==> src/rtl/lrc_pkg.sv <==
// Package: constants and types for the linear regulator control block
package lrc_pkg;
    // ----------------------------------------
    // Geometry
    // ----------------------------------------
    localparam int NUM_REG = 3;
    localparam int VCODE_W = 4;
    localparam int HW_REG = 1;  // Index of the pin-controllable regulator

    // ----------------------------------------
    // Wishbone register offsets (byte addresses)
    // ----------------------------------------
    localparam logic [7:0] ADDR_RUN_EN = 8'h00;
    localparam logic [7:0] ADDR_STBY_EN = 8'h04;
    localparam logic [7:0] ADDR_RUN_V0 = 8'h08;
    localparam logic [7:0] ADDR_STBY_V0 = 8'h14;
    localparam logic [7:0] ADDR_CTRL = 8'h20;
    localparam logic [7:0] ADDR_STATUS = 8'h24;
    localparam logic [7:0] ADDR_SETPT = 8'h28;

    // ----------------------------------------
    // Field positions
    // ----------------------------------------
    localparam int CTRL_ILIM_LSB = 0;  // Three bits, one per regulator
    localparam int CTRL_HWCTL_BIT = 3;
    localparam int CTRL_TBB_BIT = 4;
    localparam int STAT_ON_LSB = 0;
    localparam int STAT_LS_LSB = 3;
    localparam int STAT_PD_LSB = 6;
    localparam int STAT_RAMP_LSB = 9;
    localparam int STAT_DIS_LSB = 12;
    localparam int STAT_STBY_BIT = 15;

    // ----------------------------------------
    // Reset values
    // ----------------------------------------
    localparam logic [2:0] RST_EN = 3'h0;
    localparam logic [3:0] RST_VCODE = 4'h0;
    localparam logic [4:0] RST_CTRL = 5'h0;

    // ----------------------------------------
    // Timing
    // ----------------------------------------
    localparam int CLK_MHZ = 200;
    localparam int RAMP_US = 360;   // Soft-start ramp, longest
    localparam int DISCH_US = 3500; // Discharge window, longest
    localparam int RAMP_CYC = RAMP_US * CLK_MHZ;
    localparam int DISCH_CYC = DISCH_US * CLK_MHZ;
    localparam int TMR_W = 20;

    // ----------------------------------------
    // Operating modes
    // ----------------------------------------
    typedef enum logic [1:0] {
        LRC_OFF_PD = 2'b00,
        LRC_NORMAL = 2'b01,
        LRC_SWITCH = 2'b10
    } lrc_mode_e;

    // Mode decode from enable and OTP switch-mode bit
    function automatic lrc_mode_e lrc_decode(input logic en, input logic ls);
        if (!en) begin
            return LRC_OFF_PD;
        end
        return ls ? LRC_SWITCH : LRC_NORMAL;
    endfunction
endpackage

==> src/rtl/lrc_top.sv <==
// Linear regulator bank control with Wishbone register access
module lrc_top
    import lrc_pkg::*;
#(
    parameter int RAMP_N = RAMP_CYC,
    parameter int DISCH_N = DISCH_CYC
) (
    input wire logic clk_i,
    input wire logic rst_i,
    // Wishbone slave
    input wire logic wb_cyc_i,
    input wire logic wb_stb_i,
    input wire logic wb_we_i,
    input wire logic [7:0] wb_adr_i,
    input wire logic [3:0] wb_sel_i,
    input wire logic [31:0] wb_dat_i,
    output logic [31:0] wb_dat_o,
    output logic wb_ack_o,
    // System state and OTP image
    input wire logic standby_i,
    input wire logic powerup_load_i,
    input wire logic [lrc_pkg::NUM_REG-1:0] otp_in_sequence_i,
    input wire logic [lrc_pkg::NUM_REG-1:0] otp_switch_mode_bit_i,
    input wire logic [lrc_pkg::NUM_REG*lrc_pkg::VCODE_W-1:0] otp_default_voltage_code_i,
    input wire logic qualified_powerup_off_state_i,
    // Pins from the system processor
    input wire logic second_regulator_enable_pin_i,
    input wire logic voltage_choice_pin_i,
    // Regulator controls
    output logic [lrc_pkg::NUM_REG-1:0] regulator_on_o,
    output logic [lrc_pkg::NUM_REG-1:0] switch_mode_o,
    output logic [lrc_pkg::NUM_REG-1:0] pulldown_o,
    output logic [lrc_pkg::NUM_REG-1:0] weak_pulldown_o,
    output logic [lrc_pkg::NUM_REG-1:0] softstart_o,
    output logic [lrc_pkg::NUM_REG-1:0] discharge_o,
    output logic [lrc_pkg::NUM_REG-1:0] ilim_o,
    output logic [lrc_pkg::NUM_REG*lrc_pkg::VCODE_W-1:0] setpoint_o,
    output logic [lrc_pkg::NUM_REG*11-1:0] setpoint_mv_o
);
    import lrc_pkg::*;

    // ----------------------------------------
    // Voltage table in millivolts
    // ----------------------------------------
    function automatic logic [12:0] code_to_mv(input logic [3:0] c);
        unique case (c)
            4'h0: return 13'h05DC;
            4'h1: return 13'h0640;
            4'h2: return 13'h0708;
            4'h3: return 13'h073A;
            4'h4: return 13'h0866;
            4'h5: return 13'h09C4;
            4'h6: return 13'h0AF0;
            4'h7: return 13'h0BB8;
            4'h8: return 13'h0C1C;
            4'h9: return 13'h0C4E;
            4'hA: return 13'h0C80;
            4'hB: return 13'h0CE4;
            4'hC: return 13'h0D16;
            4'hD: return 13'h0672;
            4'hE: return 13'h06A4;
            4'hF: return 13'h1388;
        endcase
    endfunction

    // ----------------------------------------
    // Pin and system state synchronisers
    // ----------------------------------------
    logic [1:0] pin_s1_q;
    logic [1:0] pin_s2_q;
    logic [1:0] st_s1_q;
    logic [1:0] st_s2_q;

    always_ff @(posedge clk_i) begin
        if (rst_i) begin
            pin_s1_q <= 2'h0;
            pin_s2_q <= 2'h0;
            st_s1_q <= 2'h0;
            st_s2_q <= 2'h0;
        end else begin
            pin_s1_q <= {voltage_choice_pin_i, second_regulator_enable_pin_i};
            pin_s2_q <= pin_s1_q;
            st_s1_q <= {qualified_powerup_off_state_i, standby_i};
            st_s2_q <= st_s1_q;
        end
    end

    logic hw_en;
    logic hw_vsel;
    logic stby;
    logic qualified_powerup_off_state;
    assign hw_en = pin_s2_q[0];
    assign hw_vsel = pin_s2_q[1];
    assign stby = st_s2_q[0];
    assign qualified_powerup_off_state = st_s2_q[1];

    // ----------------------------------------
    // Registers
    // ----------------------------------------
    logic [NUM_REG-1:0] run_enable_bit_q;
    logic [NUM_REG-1:0] standby_enable_bit_q;
    logic [VCODE_W-1:0] run_voltage_code_q [NUM_REG];
    logic [VCODE_W-1:0] standby_voltage_code_q [NUM_REG];
    logic [4:0] ctrl_q;
    logic [NUM_REG-1:0] ramp_w;
    logic [NUM_REG-1:0] disch_w;

    logic wr;
    logic rd;
    assign wr = wb_cyc_i && wb_stb_i && wb_we_i && !wb_ack_o && wb_sel_i[0];
    assign rd = wb_cyc_i && wb_stb_i && !wb_ack_o;

    always_ff @(posedge clk_i) begin
        if (rst_i) begin
            run_enable_bit_q <= RST_EN;
            standby_enable_bit_q <= RST_EN;
            ctrl_q <= RST_CTRL;
        end else if (powerup_load_i) begin
            run_enable_bit_q <= otp_in_sequence_i;
            standby_enable_bit_q <= otp_in_sequence_i;
        end else if (wr) begin
            if (wb_adr_i == ADDR_RUN_EN) begin
                run_enable_bit_q <= wb_dat_i[NUM_REG-1:0];
            end
            if (wb_adr_i == ADDR_STBY_EN) begin
                standby_enable_bit_q <= wb_dat_i[NUM_REG-1:0];
            end
            if (wb_adr_i == ADDR_CTRL) begin
                ctrl_q <= wb_dat_i[4:0];
            end
        end
    end

    genvar g;
    generate
        for (g = 0; g < NUM_REG; g++) begin : g_vreg
            always_ff @(posedge clk_i) begin
                if (rst_i) begin
                    run_voltage_code_q[g] <= RST_VCODE;
                    standby_voltage_code_q[g] <= RST_VCODE;
                end else if (powerup_load_i) begin
                    run_voltage_code_q[g] <= otp_default_voltage_code_i[g*VCODE_W +: VCODE_W];
                    standby_voltage_code_q[g] <= otp_default_voltage_code_i[g*VCODE_W +: VCODE_W];
                end else if (wr && wb_adr_i == ADDR_RUN_V0 + 8'(4 * g)) begin
                    run_voltage_code_q[g] <= wb_dat_i[VCODE_W-1:0];
                end else if (wr && wb_adr_i == ADDR_STBY_V0 + 8'(4 * g)) begin
                    standby_voltage_code_q[g] <= wb_dat_i[VCODE_W-1:0];
                end
            end
        end
    endgenerate

    // ----------------------------------------
    // Per-regulator selection and mode decode
    // ----------------------------------------
    logic [NUM_REG-1:0] en_sel;
    logic [VCODE_W-1:0] code_sel [NUM_REG];
    lrc_mode_e mode [NUM_REG];

    generate
        for (g = 0; g < NUM_REG; g++) begin : g_sel
            always_comb begin
                // Current state is the selector for both enable and code
                en_sel[g] = stby ? standby_enable_bit_q[g] : run_enable_bit_q[g];
                code_sel[g] = stby ? standby_voltage_code_q[g] : run_voltage_code_q[g];
                // Pins override software only for the hardware-controlled regulator
                if (g == HW_REG && ctrl_q[CTRL_HWCTL_BIT]) begin
                    en_sel[g] = hw_en;
                    code_sel[g] = hw_vsel ? standby_voltage_code_q[g] : run_voltage_code_q[g];
                end
                mode[g] = lrc_decode(en_sel[g], otp_switch_mode_bit_i[g]);
            end

            lrc_ramp #(
                .RAMP_N(RAMP_N),
                .DISCH_N(DISCH_N)
            ) u_ramp (
                .clk_i(clk_i),
                .rst_i(rst_i),
                .on_i(en_sel[g]),
                .ramp_o(ramp_w[g]),
                .disch_o(disch_w[g])
            );

            always_ff @(posedge clk_i) begin
                if (rst_i) begin
                    regulator_on_o[g] <= 1'b0;
                    switch_mode_o[g] <= 1'b0;
                    pulldown_o[g] <= 1'b1;
                    weak_pulldown_o[g] <= 1'b0;
                    ilim_o[g] <= 1'b0;
                    softstart_o[g] <= 1'b0;
                    discharge_o[g] <= 1'b0;
                    setpoint_o[g*VCODE_W +: VCODE_W] <= RST_VCODE;
                    setpoint_mv_o[g*11 +: 11] <= 11'h0;
                end else begin
                    regulator_on_o[g] <= (mode[g] != LRC_OFF_PD);
                    switch_mode_o[g] <= (mode[g] == LRC_SWITCH);
                    pulldown_o[g] <= (mode[g] == LRC_OFF_PD);
                    weak_pulldown_o[g] <= ctrl_q[CTRL_TBB_BIT] && qualified_powerup_off_state;
                    ilim_o[g] <= (mode[g] == LRC_SWITCH) && ctrl_q[CTRL_ILIM_LSB + g];
                    softstart_o[g] <= ramp_w[g];
                    discharge_o[g] <= disch_w[g];
                    setpoint_o[g*VCODE_W +: VCODE_W] <= code_sel[g];
                    // Tens of millivolts keep the bus to eleven bits
                    setpoint_mv_o[g*11 +: 11] <= 11'(code_to_mv(code_sel[g]) / 13'hA);
                end
            end

            // ----------------------------------------
            // Per-regulator checks
            // ----------------------------------------
            // Outputs trail the selection by one register stage, soft-start and discharge by two
            a_pd_in_run: assert property (@(posedge clk_i) disable iff (rst_i)
                (!stby && !run_enable_bit_q[g] && !(g == HW_REG && ctrl_q[CTRL_HWCTL_BIT]))
                |=> !regulator_on_o[g] && pulldown_o[g])
                else $error("run disable without pull-down");
            a_pd_off: assert property (@(posedge clk_i) disable iff (rst_i)
                !en_sel[g] |=> pulldown_o[g] && !switch_mode_o[g])
                else $error("off state without pull-down");
            a_normal: assert property (@(posedge clk_i) disable iff (rst_i)
                (en_sel[g] && !otp_switch_mode_bit_i[g])
                |=> regulator_on_o[g] && !switch_mode_o[g] && !pulldown_o[g])
                else $error("normal mode not taken");
            a_switch_open: assert property (@(posedge clk_i) disable iff (rst_i)
                (!en_sel[g] && otp_switch_mode_bit_i[g]) |=> !regulator_on_o[g])
                else $error("pass switch left closed");
            a_ilim_on: assert property (@(posedge clk_i) disable iff (rst_i)
                (mode[g] == LRC_SWITCH && ctrl_q[CTRL_ILIM_LSB + g]) |=> ilim_o[g])
                else $error("current limit not applied");
            a_weak_off: assert property (@(posedge clk_i) disable iff (rst_i)
                !(ctrl_q[CTRL_TBB_BIT] && qualified_powerup_off_state) |=> !weak_pulldown_o[g])
                else $error("weak pull-down outside test state");
            a_off_in_run: assert property (@(posedge clk_i) disable iff (rst_i)
                (!stby && !run_enable_bit_q[g] && !(g == HW_REG && ctrl_q[CTRL_HWCTL_BIT]))
                |=> !regulator_on_o[g])
                else $error("run disable not honoured");
            a_off_in_stby: assert property (@(posedge clk_i) disable iff (rst_i)
                (stby && !standby_enable_bit_q[g] && !(g == HW_REG && ctrl_q[CTRL_HWCTL_BIT]))
                |=> !regulator_on_o[g])
                else $error("standby disable not honoured");
            a_mode_ls: assert property (@(posedge clk_i) disable iff (rst_i)
                (en_sel[g] && otp_switch_mode_bit_i[g]) |=> switch_mode_o[g] && regulator_on_o[g])
                else $error("switch mode not taken");
            a_ilim: assert property (@(posedge clk_i) disable iff (rst_i)
                ilim_o[g] |-> $past(ctrl_q[CTRL_ILIM_LSB + g]) && switch_mode_o[g])
                else $error("current limit outside switch mode");
            a_ramp: assert property (@(posedge clk_i) disable iff (rst_i)
                $rose(en_sel[g]) |-> ##2 softstart_o[g] ##1 softstart_o[g])
                else $error("soft-start missing");
            a_disch: assert property (@(posedge clk_i) disable iff (rst_i)
                $fell(en_sel[g]) |-> ##2 discharge_o[g] && !softstart_o[g])
                else $error("discharge missing");
            a_run_code: assert property (@(posedge clk_i) disable iff (rst_i)
                (!stby && !(g == HW_REG && ctrl_q[CTRL_HWCTL_BIT]))
                |=> setpoint_o[g*VCODE_W +: VCODE_W] == $past(run_voltage_code_q[g]))
                else $error("run code not driven");
            a_stby_code: assert property (@(posedge clk_i) disable iff (rst_i)
                (stby && !(g == HW_REG && ctrl_q[CTRL_HWCTL_BIT]))
                |=> setpoint_o[g*VCODE_W +: VCODE_W] == $past(standby_voltage_code_q[g]))
                else $error("standby code not driven");
            a_otp_load: assert property (@(posedge clk_i) disable iff (rst_i)
                powerup_load_i |=> run_voltage_code_q[g] == standby_voltage_code_q[g])
                else $error("default code not loaded");
        end
    endgenerate

    a_hw_pin: assert property (@(posedge clk_i) disable iff (rst_i)
        (ctrl_q[CTRL_HWCTL_BIT] && hw_en) |=> regulator_on_o[HW_REG])
        else $error("enable pin ignored");
    a_hw_pin_off: assert property (@(posedge clk_i) disable iff (rst_i)
        (ctrl_q[CTRL_HWCTL_BIT] && !hw_en) |=> !regulator_on_o[HW_REG])
        else $error("enable pin low ignored");
    // Pin picks the standby code; the run state plays no part here
    a_hw_vsel: assert property (@(posedge clk_i) disable iff (rst_i)
        (ctrl_q[CTRL_HWCTL_BIT] && hw_vsel)
        |=> setpoint_o[HW_REG*VCODE_W +: VCODE_W] == $past(standby_voltage_code_q[HW_REG]))
        else $error("voltage pin ignored");
    a_tbb: assert property (@(posedge clk_i) disable iff (rst_i)
        (ctrl_q[CTRL_TBB_BIT] && qualified_powerup_off_state) |=> &weak_pulldown_o)
        else $error("weak pull-down not connected");
    // Single-cycle acknowledge keeps one request from being taken twice
    a_ack_pulse: assert property (@(posedge clk_i) disable iff (rst_i)
        wb_ack_o |=> !wb_ack_o)
        else $error("acknowledge held too long");

    // ----------------------------------------
    // Wishbone read path and acknowledge
    // ----------------------------------------
    logic [31:0] rdata;
    always_comb begin
        rdata = 32'h0;
        for (int i = 0; i < NUM_REG; i++) begin
            if (wb_adr_i == ADDR_RUN_V0 + 8'(4 * i)) begin
                rdata = {28'h0, run_voltage_code_q[i]};
            end
            if (wb_adr_i == ADDR_STBY_V0 + 8'(4 * i)) begin
                rdata = {28'h0, standby_voltage_code_q[i]};
            end
            if (wb_adr_i == ADDR_SETPT) begin
                rdata[i*VCODE_W +: VCODE_W] = code_sel[i];
            end
        end
        unique case (wb_adr_i)
            ADDR_RUN_EN: rdata = {29'h0, run_enable_bit_q};
            ADDR_STBY_EN: rdata = {29'h0, standby_enable_bit_q};
            ADDR_CTRL: rdata = {27'h0, ctrl_q};
            ADDR_STATUS: rdata = {16'h0, stby, discharge_o, softstart_o, pulldown_o,
                                  switch_mode_o, regulator_on_o};
            default: ;
        endcase
    end

    // Unmapped addresses still acknowledge and read zero
    always_ff @(posedge clk_i) begin
        if (rst_i) begin
            wb_ack_o <= 1'b0;
            wb_dat_o <= 32'h0;
        end else begin
            wb_ack_o <= rd;
            wb_dat_o <= rd ? rdata : 32'h0;
        end
    end
endmodule

==> src/rtl/lrc_ramp.sv <==
// Per-regulator soft-start and discharge timer
module lrc_ramp
    import lrc_pkg::*;
#(
    parameter int RAMP_N = RAMP_CYC,
    parameter int DISCH_N = DISCH_CYC
) (
    input wire logic clk_i,
    input wire logic rst_i,
    input wire logic on_i,
    output logic ramp_o,
    output logic disch_o
);
    logic on_q;
    logic [TMR_W-1:0] cnt_q;

    always_ff @(posedge clk_i) begin
        if (rst_i) begin
            on_q <= 1'b0;
        end else begin
            on_q <= on_i;
        end
    end

    // A new edge restarts the timer, so a quick off-on cannot skip the ramp
    always_ff @(posedge clk_i) begin
        if (rst_i) begin
            cnt_q <= '0;
            ramp_o <= 1'b0;
            disch_o <= 1'b0;
        end else if (on_i && !on_q) begin
            cnt_q <= TMR_W'(RAMP_N - 1);
            ramp_o <= 1'b1;
            disch_o <= 1'b0;
        end else if (!on_i && on_q) begin
            cnt_q <= TMR_W'(DISCH_N - 1);
            ramp_o <= 1'b0;
            disch_o <= 1'b1;
        end else if (cnt_q != '0) begin
            cnt_q <= cnt_q - TMR_W'(1);
        end else begin
            ramp_o <= 1'b0;
            disch_o <= 1'b0;
        end
    end
endmodule

==> config.mk <==
export PLATFORM = sky130hd
export DESIGN_NAME = lrc_top
export DESIGN_NICKNAME = d
export VERILOG_FILES = /design/src/rtl/lrc_pkg.sv /design/src/rtl/lrc_top.sv /design/src/rtl/lrc_ramp.sv
export SDC_FILE = /design/constraint.sdc
export NUM_CORES = 1
export LEC_CHECK = 0
export ABC_AREA = 0
export BUFFER_PORTS_ARGS = -buffer_cell sky130_fd_sc_hd__buf_2
export CORE_ASPECT_RATIO = 0.5
export CORE_MARGIN = 3
export CORE_UTILIZATION = 25
export CTS_BUF_LIST = sky130_fd_sc_hd__clkbuf_2 sky130_fd_sc_hd__clkbuf_4 sky130_fd_sc_hd__clkbuf_8
export CTS_CLUSTER_DIAMETER = 80
export DETAILED_ROUTE_END_ITERATION = 8
export GPL_TIMING_DRIVEN = 0
export PLACE_DENSITY = 0.43
export SKIP_CTS_REPAIR_TIMING = 1
export SYNTH_ARGS = -nofsm -noshare
export SYNTH_HDL_FRONTEND = slang
export SYNTH_HIERARCHICAL = 1
export SYNTH_SLANG_ARGS = --single-unit
==> constraint.sdc <==
create_clock -name clk_i -period 6.1 [get_ports clk_i]
set_clock_uncertainty 0.1 [all_clocks]
set_input_delay 0.915 -clock clk_i [delete_from_list [all_inputs] [get_ports clk_i]]
set_output_delay 0.915 -clock clk_i [all_outputs]
set_load 0.02 [all_outputs]
* After elaboration in Yosys (flattened, before gate mapping)
Memories as Yosys holds them, arrays and structs flattened. Index checks and enable logic that the tools add are counted.
Operators by class: multiplexer cells 99, bitwise logic cells 14, reduce and logical (&&, ||, !) cells 57, equality and inequality tests 19, div/mod/pow operators 3, add/sub/neg operators 3
Operator list (count):
- 32-bit 2-to-1 mux | 5
- 32-bit one-hot mux with 4 select lines | 1
- 20-bit 2-to-1 mux | 6
- 4-bit 2-to-1 mux | 21
- 20-bit nonzero test | 3
- 20-bit by 1-bit subtractor with 20-bit output, second input constant | 3
- 17-bit 2-to-1 mux | 3
- 1-bit 2-to-1 mux | 48
- 13-bit by 4-bit divider with 13-bit output, second input constant | 3
- 13-bit 2-to-1 mux | 3
- 8-bit by 5-bit equality test with 1-bit output, second input constant | 4
- 8-bit by 6-bit equality test with 1-bit output, second input constant | 3
- 1-bit logical AND | 21
- 3-bit 2-to-1 mux | 6
- 2-bit nonzero test | 9
- 8-bit by 4-bit equality test with 1-bit output, second input constant | 2
- 2-bit 2-to-1 mux | 6
- 1-bit bitwise OR | 12
- 3-bit by 1-bit inequality test with 1-bit output, second input constant | 3
- 3-bit nonzero test | 3
- 3-bit OR reduction | 3
- 8-bit by 3-bit equality test with 1-bit output, second input constant | 1
- 8-bit logical NOT | 1
- 2-bit OR reduction | 4
- 7 further kinds | 21
Storage, ports and cells: logic and storage cells 252, output and inout port bits 99, bits in writable memories 24, memories 5, register bits 185, input port bits 72, memory bits (read-only) 576
Memories:
- (no name shown) | depth 16, bits a word 12, read ports 1, clocked after Yosys merged registers in 0, write ports 0, line lrc_top.sv:46 | unique case (c)
- (no name shown) | depth 16, bits a word 12, read ports 1, clocked after Yosys merged registers in 0, write ports 0, line lrc_top.sv:46
- (no name shown) | depth 16, bits a word 12, read ports 1, clocked after Yosys merged registers in 0, write ports 0, line lrc_top.sv:46
- run_voltage_code_q | depth 3, bits a word 4, read ports 3, clocked after Yosys merged registers in 0, write ports 3, line lrc_top.sv:102 | logic [VCODE_W-1:0] run_voltage_code_q [NUM_REG];
- standby_voltage_code_q | depth 3, bits a word 4, read ports 3, clocked after Yosys merged registers in 0, write ports 3, line lrc_top.sv:103 | logic [VCODE_W-1:0] standby_voltage_code_q [NUM_REG];

* Logic depth before layout (Yosys ltp)
Gate-level depths: netlist of the first run.
depth in word-level cells 11, gate-level depth with buffers 24, gate-level depth less buffers 20

* Cells and area by module
The synthesis of the first run kept the hierarchy.
Modules (own cells, without submodules):
- lrc_top | seq. area each 2662.6 sq um, area an instance 8679.6 sq um, cells each 1039, instances 1
- lrc_ramp | seq. area each 460.4 sq um, area an instance 1276.2 sq um, cells each 138, instances 3

* Worst setup path after synthesis of the first run
OpenSTA, ideal clock, no wires.
path kind register -> register, from reg st_s2_q[0], to reg setpoint_mv_o[0] in the netlist's numbering, path buffers 4, setup time 0.133 ns, path slack 0.703 ns, clock period less this slack 5.397 ns, data arrival time 5.164 ns, data required time 5.867 ns, stages on the path, launching flop included 24, path through dfxtp_1 buf_6 buf_4 mux2i_2 inv_1 ha_1 clkbuf_1 xor2_1 or4b_4 a211oi_2 nor2_1 o21a_1 clkbuf_1 a2111oi_1 o31ai_2 and2_1 a21oi_1 o221a_2 ha_1 nor2b_1 a22o_1 a211o_1 mux2i_1 a31oi_1
RTL lines:
- start: declaration | line lrc_top.sv:72 | logic [1:0] st_s2_q;
- start signal: assignment | line lrc_top.sv:84 | st_s2_q <= st_s1_q;
- end signal: indexed assignment | line lrc_top.sv:206 | setpoint_mv_o[g*11 +: 11] <= 11'(code_to_mv(code_sel[g]) / 13'hA);
- end: declaration | line lrc_top.sv:38 | output logic [lrc_pkg::NUM_REG*11-1:0] setpoint_mv_o

==> PnR_summary.wiki, run 1 <==
{| class="wikitable"
! Metric !! Value
|-
| Max clock buf depth || 2
|-
| Number of synthesis warnings || 6
|-
| Top Metal Used || met4
|-
| Routed wire length per instance || about 17 um
|-
| Fmax || 171 MHz
|-
| Library cell occupying the most area in the post-synthesis netlist || sky130_fd_sc_hd__dfxtp_1
|-
| DIE HEIGHT || 164 um
|-
| DP HPWL || a little under 30,000 um
|-
| Storage cell area || slightly above 4000 sq um
|-
| Die area || roughly 53,000 sq um
|-
| Count of input and output buffers || about 120
|-
| Top area cells in the synthesized netlist || sky130_fd_sc_hd__dfxtp_1 (27%), sky130_fd_sc_hd__edfxtp_1 (5.8%), sky130_fd_sc_hd__nor2_1 (4.6%)
|-
| Clock sink count || 190
|-
| Clock Latency Late Sink || just over 500 ps
|-
| CTS tree || built
|-
| Final critical-path share of the clock period || 0.961
|-
| Core Box Area || 49,000 sq um
|-
| Power per unit of standard cell area || roughly 340 nW/um^2
|-
| Slew headroom || 0.377
|-
| Routed met1 length || about 18,000 um
|-
| Share of async-settable or async-resettable flops after synthesis || 0
|-
| Class of the tightest hold or removal check || flip-flop to flip-flop
|-
| Total detailed-routing wirelength || slightly below 40,000 um
|-
| Fill cell total of the finished layout || around 5,200
|-
| Kind of start point of the critical path || flip-flop
|-
| Final min period || ~5900 ps
|-
| Number of max-slew violations in the final report || 0
|-
| WHS Path Cells || 1
|-
| Met3 wire length || ~1200 um
|-
| Count of cell types in the netlist || approximately 110
|-
| H-tree level count || 4
|-
| Maxcap violations || 0
|-
| Buffer cell driving the clock tree root || sky130_fd_sc_hd__clkbuf_8
|-
| Slowest cell on crit path || sky130_fd_sc_hd__or4b_4
|-
| Detailed-route via count || ~12,000
|-
| Routability cong. || about 0.84
|-
| Total chip power || 0.00495 W
|-
| GRT Overall Usage || 0.146
|-
| Number of antenna violations at the first check in global routing || 2
|-
| Register area share after synthesis || 0.323
|-
| Total iterations of the first detailed-routing run || 5
|-
| Crit path largest cell delay || between 500 and 600 ps
|-
| Drt via density || around 5.1
|-
| Category of the critical setup timing path || flip-flop to flip-flop
|-
| IO Count || around 170
|-
| Setup repair after global routing missed its margin || no
|-
| Critical path peak fanout || 10
|-
| Final setup violation count || 0
|-
| Hold Vio Cnt, Final || 0
|-
| R2R depth || 21
|-
| Tightest Pin Transition || slightly above 900 ps
|-
| Capturing element type of the critical path || flip-flop
|-
| Commonest non-fill, non-tap cell in the layout || sky130_fd_sc_hd__dfxtp_1
|-
| Global-route wire length before repair || slightly above 60,000 um
|-
| Number of cells after detailed placement || 2,237
|-
| Number of nets at the end of the flow || ~1,700
|-
| Post-synthesis instance area || between 10,000 and 15,000 sq um
|-
| Iter 0 DRT Violations || 728
|-
| Leak || 5.64 nW
|-
| Gate Count Post-Synth || about 1,500
|-
| Slack of the worst reg-to-reg path || 240 ps
|-
| Area of the multi-input gates || just under 8000 sq um
|-
| Detailed-route DRC error count || 0
|-
| Width of the die || ~320 um
|-
| Area growth from synthesis to layout || 16.1%
|-
| Post-synthesis sequential element count || 190
|-
| Endpoint required time on the critical path || approximately 6400 ps
|-
| Vias in the first global route || 10,800
|-
| Number of rows in the core area || between 50 and 60
|-
| Count of placed standard cells in the final layout, fillers left out || around 2,300
|-
| Cells along the critical path || buf_6 -> buf_6 -> mux2_2 -> ha_1 -> clkbuf_1 -> xor2_1 -> or4b_4 -> a211o_1 -> nand2_1 -> o21ai_0 -> a2111oi_2 -> o31ai_4 -> and2_1 -> a21oi_1 -> o221a_2 -> ha_1 -> nor2b_1 -> a22o_1 -> a211o_1 -> mux2i_1 -> a31oi_1
|-
| Pin count of the biggest net entering global routing || 20
|-
| Commonest cells after routing, fill and taps aside || sky130_fd_sc_hd__dfxtp_1 (166), sky130_fd_sc_hd__nor2_1 (154), sky130_fd_sc_hd__buf_2 (132)
|-
| Portion of synthesized cell area occupied by the leading cell type || 0.266
|-
| Run status || finished clean
|-
| TritonCTS Buffers || 17
|-
| IR Drop Worst-Case VDD || 128 uV
|-
| Total grt overflow || 0
|-
| Number of flops mapped to enable cells by yosys || 24
|-
| Avg Cell Area, Syn || approximately 8.6 sq um
|-
| Arrival time at the worst endpoint || 6120 ps
|-
| Initial Utilization || 0.255
|-
| Final Core Density || 0.296
|-
| Fraction of final layout cells with drive strength greater than 1 || 0.202
|-
| Count of antenna-violating nets left after detailed routing || 0
|-
| Clock transition at the registers of the reported paths || between 100 and 150 ps
|-
| Routed met2 length || approximately 19,000 um
|-
| Leading register cell type out of synthesis || sky130_fd_sc_hd__dfxtp_1
|}
## cell usage after synthesis (all sizes together) (31+ instances only)
| master | number |
|---|---|
| a211oi | 31 |
| a21oi | 88 |
| a22o | 31 |
| buf | 52 |
| clkbuf | 47 |
| dfxtp | 166 |
| inv | 44 |
| mux2i | 43 |
| nand2 | 88 |
| nand3 | 47 |
| nor2 | 155 |
| nor3 | 81 |
| o21ai | 64 |
## per-stage QoR
step                      hold WS [ps]  area (sq um)  TNS, ps  worst slack, ps
final                              358         14500        0              237
after global routing               373         14500        0             5.88
after CTS                          363         14400     -880             -568
after detailed placement           335         14000     -807             -541
after global placement             324         14000    -1080             -685
after floorplan                    314         12600        0              703
## worst max-delay path, delay by kind of cell (launching register included)
kind | cells | cell delay [ps]
DFF | 1 | 360
xor gates and xnor gates | 1 | 230
and+or+nand+nor | 4 | 1070
adders and majority gates | 2 | 500
AOI/OAI and AO/OA | 9 | 2250
muxes | 2 | 620
buffers and inverters | 3 | 580
## flip-flops by register name (all words and copies together), names as in the netlist, 2 cells and up
name and flops:
standby_enable_bit_q 3, regulator_on_o 3, g_sel.u_ramp/on_q 3, softstart_o 3, g_sel.u_ramp/disch_o 3, setpoint_mv_o 30, ilim_o 3, setpoint_o 12
pin_s1_q 2, pin_s2_q 2, run_voltage_code_q 12, g_sel.u_ramp/cnt_q 60, run_enable_bit_q 3, st_s1_q 2, st_s2_q 2, discharge_o 3
wb_dat_o 16, ctrl_q 5, standby_voltage_code_q 12, switch_mode_o 3, pulldown_o 3, g_sel.u_ramp/ramp_o 3
## metal layers
metal	vias to the layer above	global-route usage
li1	5731	-
met1	5615	0.192
met2	213	0.250
met3	39	0.0213
met4	0	0.0430
met5	-	0
## logic make-up after synthesis
family          share of synthesized area
flops                               0.323
compound gates                      0.230
other cells                      0.000300
mux                                0.0614
simple gates                        0.268
buf+inv                            0.0554
xor+xnor                           0.0294
fa+ha+maj                          0.0324
## path summary, 6_finish.rpt
path	end	from
max	setpoint_mv_o[0]$_SDFF_PP0_	st_s2_q[0]$_SDFF_PP0_
min	st_s2_q[0]$_SDFF_PP0_	st_s1_q[0]$_SDFF_PP0_
max reg2reg	setpoint_mv_o[0]$_SDFF_PP0_	st_s2_q[0]$_SDFF_PP0_
min reg2reg	st_s2_q[0]$_SDFF_PP0_	st_s1_q[0]$_SDFF_PP0_
## power by group
group	total (W)	switching [W]	internal, W	leakage [nW]
registers	0.00168	0.000209	0.00147	1.62
clock network	0.000851	0.000541	0.000310	0.192
logic	0.00242	0.00144	0.000977	3.83
## cell type report
cell class                      instances  share of cell area
Tap cell                              649              0.0559
Clock buffer                           18              0.0166
Antenna cell                            2            0.000345
Clock inverter                         14              0.0101
Inverter                               44              0.0116
Sequential cell                       190               0.279
Timing Repair Buffer                  125              0.0445
Buffer                                 98              0.0364
Multi-Input combinational cell       1138               0.546
(Power assumes the default switching activity.)
==> inputs of run 2 (changes only) <==
- CTS_BUF_LIST: sky130_fd_sc_hd__clkbuf_2 sky130_fd_sc_hd__clkbuf_4 sky130_fd_sc_hd__clkbuf_8 -> sky130_fd_sc_hd__clkbuf_2
==> run 2 against run 1 <==
  * Power is 3.8% lower
  * First-iteration DRC count increased by 6.7%
  * Routed wire length down 0.25%
  * Sequential cell count did not move
  * Largest power group unchanged
  * Cell count up 0.26%
==> PnR_summary.wiki, run 2 (synthesized netlist as in run 1, its figures left out) <==
{| class="wikitable"
! Metric !! Value
|-
| Run status || finished clean
|-
| Count of input and output buffers || about 120
|-
| Commonest cells after routing, fill and taps aside || sky130_fd_sc_hd__dfxtp_1 (164), sky130_fd_sc_hd__nor2_1 (154), sky130_fd_sc_hd__buf_2 (132)
|-
| Detailed-route via count || ~12,000
|-
| Area growth from synthesis to layout || 15.1%
|-
| Vias in the first global route || between 10,000 and 15,000
|-
| Total grt overflow || 0
|-
| Arrival time at the worst endpoint || ~6500 ps
|-
| Count of antenna-violating nets left after detailed routing || 0
|-
| Buffer cell driving the clock tree root || sky130_fd_sc_hd__clkbuf_2
|-
| Fraction of final layout cells with drive strength greater than 1 || 0.201
|-
| DP HPWL || slightly below 30,000 um
|-
| Number of rows in the core area || 57
|-
| DIE HEIGHT || around 160 um
|-
| Die area || between 50,000 and 60,000 sq um
|-
| Min-Delay Startpoint || otp_switch_mode_bit_i[0]
|-
| RR Endpoint || setpoint_mv_o[0]$_SDFF_PP0_
|-
| Hold worst-path end || ilim_o[0]$_SDFF_PP0_
|-
| Drt via density || roughly 5
|-
| Crit path largest cell delay || 550 ps
|-
| Number of antenna violations at the first check in global routing || 4
|-
| Detailed-route DRC error count || 0
|-
| Clock transition at the registers of the reported paths || 340 ps
|-
| Leak || between 5 and 6 nW
|-
| Max clock buf depth || 2
|-
| Routed wire length per instance || between 15 and 20 um
|-
| Most flops, register || g_sel.u_ramp/cnt_q
|-
| H-tree level count || 4
|-
| GRT Overall Usage || 0.146
|-
| Fmax || ~170 MHz
|-
| Total chip power || ~0.0048 W
|-
| Pin count of the biggest net entering global routing || 20
|-
| Commonest non-fill, non-tap cell in the layout || sky130_fd_sc_hd__dfxtp_1
|-
| Kind of start point of the critical path || flip-flop
|-
| Number of cells after detailed placement || 2,237
|-
| Total detailed-routing wirelength || 39,400 um
|-
| Endpoint required time on the critical path || 6760 ps
|-
| Max reg flops || 60
|-
| Initial Utilization || 0.255
|-
| Storage cell area || 4050 sq um
|-
| Global-route wire length before repair || ~60,000 um
|-
| Minimum setup slack in the final design || 289 ps
|-
| Hold Vio Cnt, Final || 0
|-
| Clock sink count || 190
|-
| Slowest cell on crit path || sky130_fd_sc_hd__or4b_4
|-
| IR Drop Worst-Case VDD || roughly 130 uV
|-
| Count of placed standard cells in the final layout, fillers left out || between 2,000 and 2,500
|-
| Launching point of the worst reg2reg path || st_s2_q[0]$_SDFF_PP0_
|-
| Capturing element type of the critical path || flip-flop
|-
| Number of max-slew violations in the final report || 0
|-
| Number of nets at the end of the flow || between 1,500 and 2,000
|-
| Slew headroom || 0.372
|-
| Critical path peak fanout || 10
|-
| WP buf/inv || 4
|-
| Final critical-path share of the clock period || 0.953
|-
| Clock Latency Late Sink || just under 900 ps
|-
| Iter 0 DRT Violations || roughly 780
|-
| Cells along the critical path || buf_6 -> buf_6 -> mux2i_4 -> inv_1 -> ha_1 -> clkbuf_1 -> xor2_1 -> or4b_4 -> a211oi_4 -> nor2_1 -> o21a_1 -> a2111oi_2 -> o31ai_4 -> and2_1 -> a21oi_1 -> o221a_2 -> ha_1 -> nor2b_1 -> a22o_1 -> a211o_1 -> mux2i_1 -> a31oi_1
|-
| R2R depth || 22
|-
| Width of the die || approximately 320 um
|-
| Slack of the worst reg-to-reg path || around 290 ps
|-
| CTS tree || built
|-
| Min Hold Slack || about 140 ps
|-
| Final min period || 5810 ps
|-
| TritonCTS Buffers || 17
|-
| Category of the critical setup timing path || flip-flop to flip-flop
|-
| IO Count || ~170
|-
| Class of the tightest hold or removal check || primary input to flip-flop
|-
| Routability cong. || 0.843
|-
| Cell family contributing the most delay on the critical path || compound AO/OA/AOI/OAI gates
|-
| Power per unit of standard cell area || 331 nW/um^2
|-
| TNS Setup || 0 ps
|-
| Fill cell total of the finished layout || ~5,200
|-
| WHS Path Cells || 2
|-
| Total iterations of the first detailed-routing run || 5
|-
| Largest registers || g_sel.u_ramp/cnt_q x60, setpoint_mv_o x30, wb_dat_o x16
|-
| Pre-CTS setup slack || -541 ps
|-
| Final setup violation count || 0
|-
| Area of the multi-input gates || 7920 sq um
|-
| Maxcap violations || 0
|-
| Core Box Area || around 49,000 sq um
|-
| Tightest Pin Transition || about 940 ps
|}
-- run 2: worst max path at each step --
stage	from	endpoint	slack, ps	cells after the start
after CTS	st_s2_q[0]$_SDFF_PP0_	setpoint_mv_o[0]$_SDFF_PP0_	-570	23
after floorplan	st_s2_q[0]$_SDFF_PP0_	setpoint_mv_o[0]$_SDFF_PP0_	700	23
final	st_s2_q[0]$_SDFF_PP0_	setpoint_mv_o[0]$_SDFF_PP0_	290	22
after global routing	st_s2_q[0]$_SDFF_PP0_	setpoint_mv_o[0]$_SDFF_PP0_	-30	22
after detailed placement	st_s2_q[0]$_SDFF_PP0_	setpoint_mv_o[0]$_SDFF_PP0_	-540	23
after global placement	st_s2_q[0]$_SDFF_PP0_	setpoint_mv_o[0]$_SDFF_PP0_	-690	23
-- run 2: worst reg2reg max path: stages (launching register included) --
cell	delay [ps]
sky130_fd_sc_hd__dfxtp_2	400
sky130_fd_sc_hd__buf_6	170
sky130_fd_sc_hd__buf_6	190
sky130_fd_sc_hd__mux2i_4	280
sky130_fd_sc_hd__inv_1	170
sky130_fd_sc_hd__ha_1	220
sky130_fd_sc_hd__clkbuf_1	200
sky130_fd_sc_hd__xor2_1	220
sky130_fd_sc_hd__or4b_4	550
sky130_fd_sc_hd__a211oi_4	350
sky130_fd_sc_hd__nor2_1	170
sky130_fd_sc_hd__o21a_1	260
sky130_fd_sc_hd__a2111oi_2	420
sky130_fd_sc_hd__o31ai_4	190
sky130_fd_sc_hd__and2_1	250
sky130_fd_sc_hd__a21oi_1	140
sky130_fd_sc_hd__o221a_2	240
sky130_fd_sc_hd__ha_1	300
sky130_fd_sc_hd__nor2b_1	100
sky130_fd_sc_hd__a22o_1	230
sky130_fd_sc_hd__a211o_1	320
sky130_fd_sc_hd__mux2i_1	170
sky130_fd_sc_hd__a31oi_1	110
-- run 2: routing by layer --
layer / vias up / routed length, um / share of wire / GRT usage
met2: 277 / 19200 / 0.49 / 0.250
met1: 5575 / 18100 / 0.46 / 0.192
met5: - / 0 / 0 / 0
met4: 0 / 610 / 0.015 / 0.0343
li1: 5740 / - / - / -
met3: 33 / 1430 / 0.036 / 0.0243
-- run 2: metrics by stage --
step                      cell area, sq um   util
after global placement               14000  0.285
after CTS                            14200  0.290
after floorplan                      12600      -
after global routing                 14400  0.294
after detailed placement             14000  0.285
final                                14400  0.294
-- run 2: final cells by class --
cell class,instances,area share
inverters,44,0.0117
diodes,5,0.000869
clock inverters,14,0.0102
clock buffers,18,0.00626
well taps,649,0.0564
plain buffers,98,0.0367
flip-flops and latches,190,0.281
repair buffers,128,0.0469
multi-input cells,1138,0.550
-- run 2: power breakdown --
| part | switching [W] | internal [W] |
|---|---|---|
| clock | 0.000522 | 0.000135 |
| combinational | 0.00144 | 0.000977 |
| sequential | 0.000209 | 0.00147 |
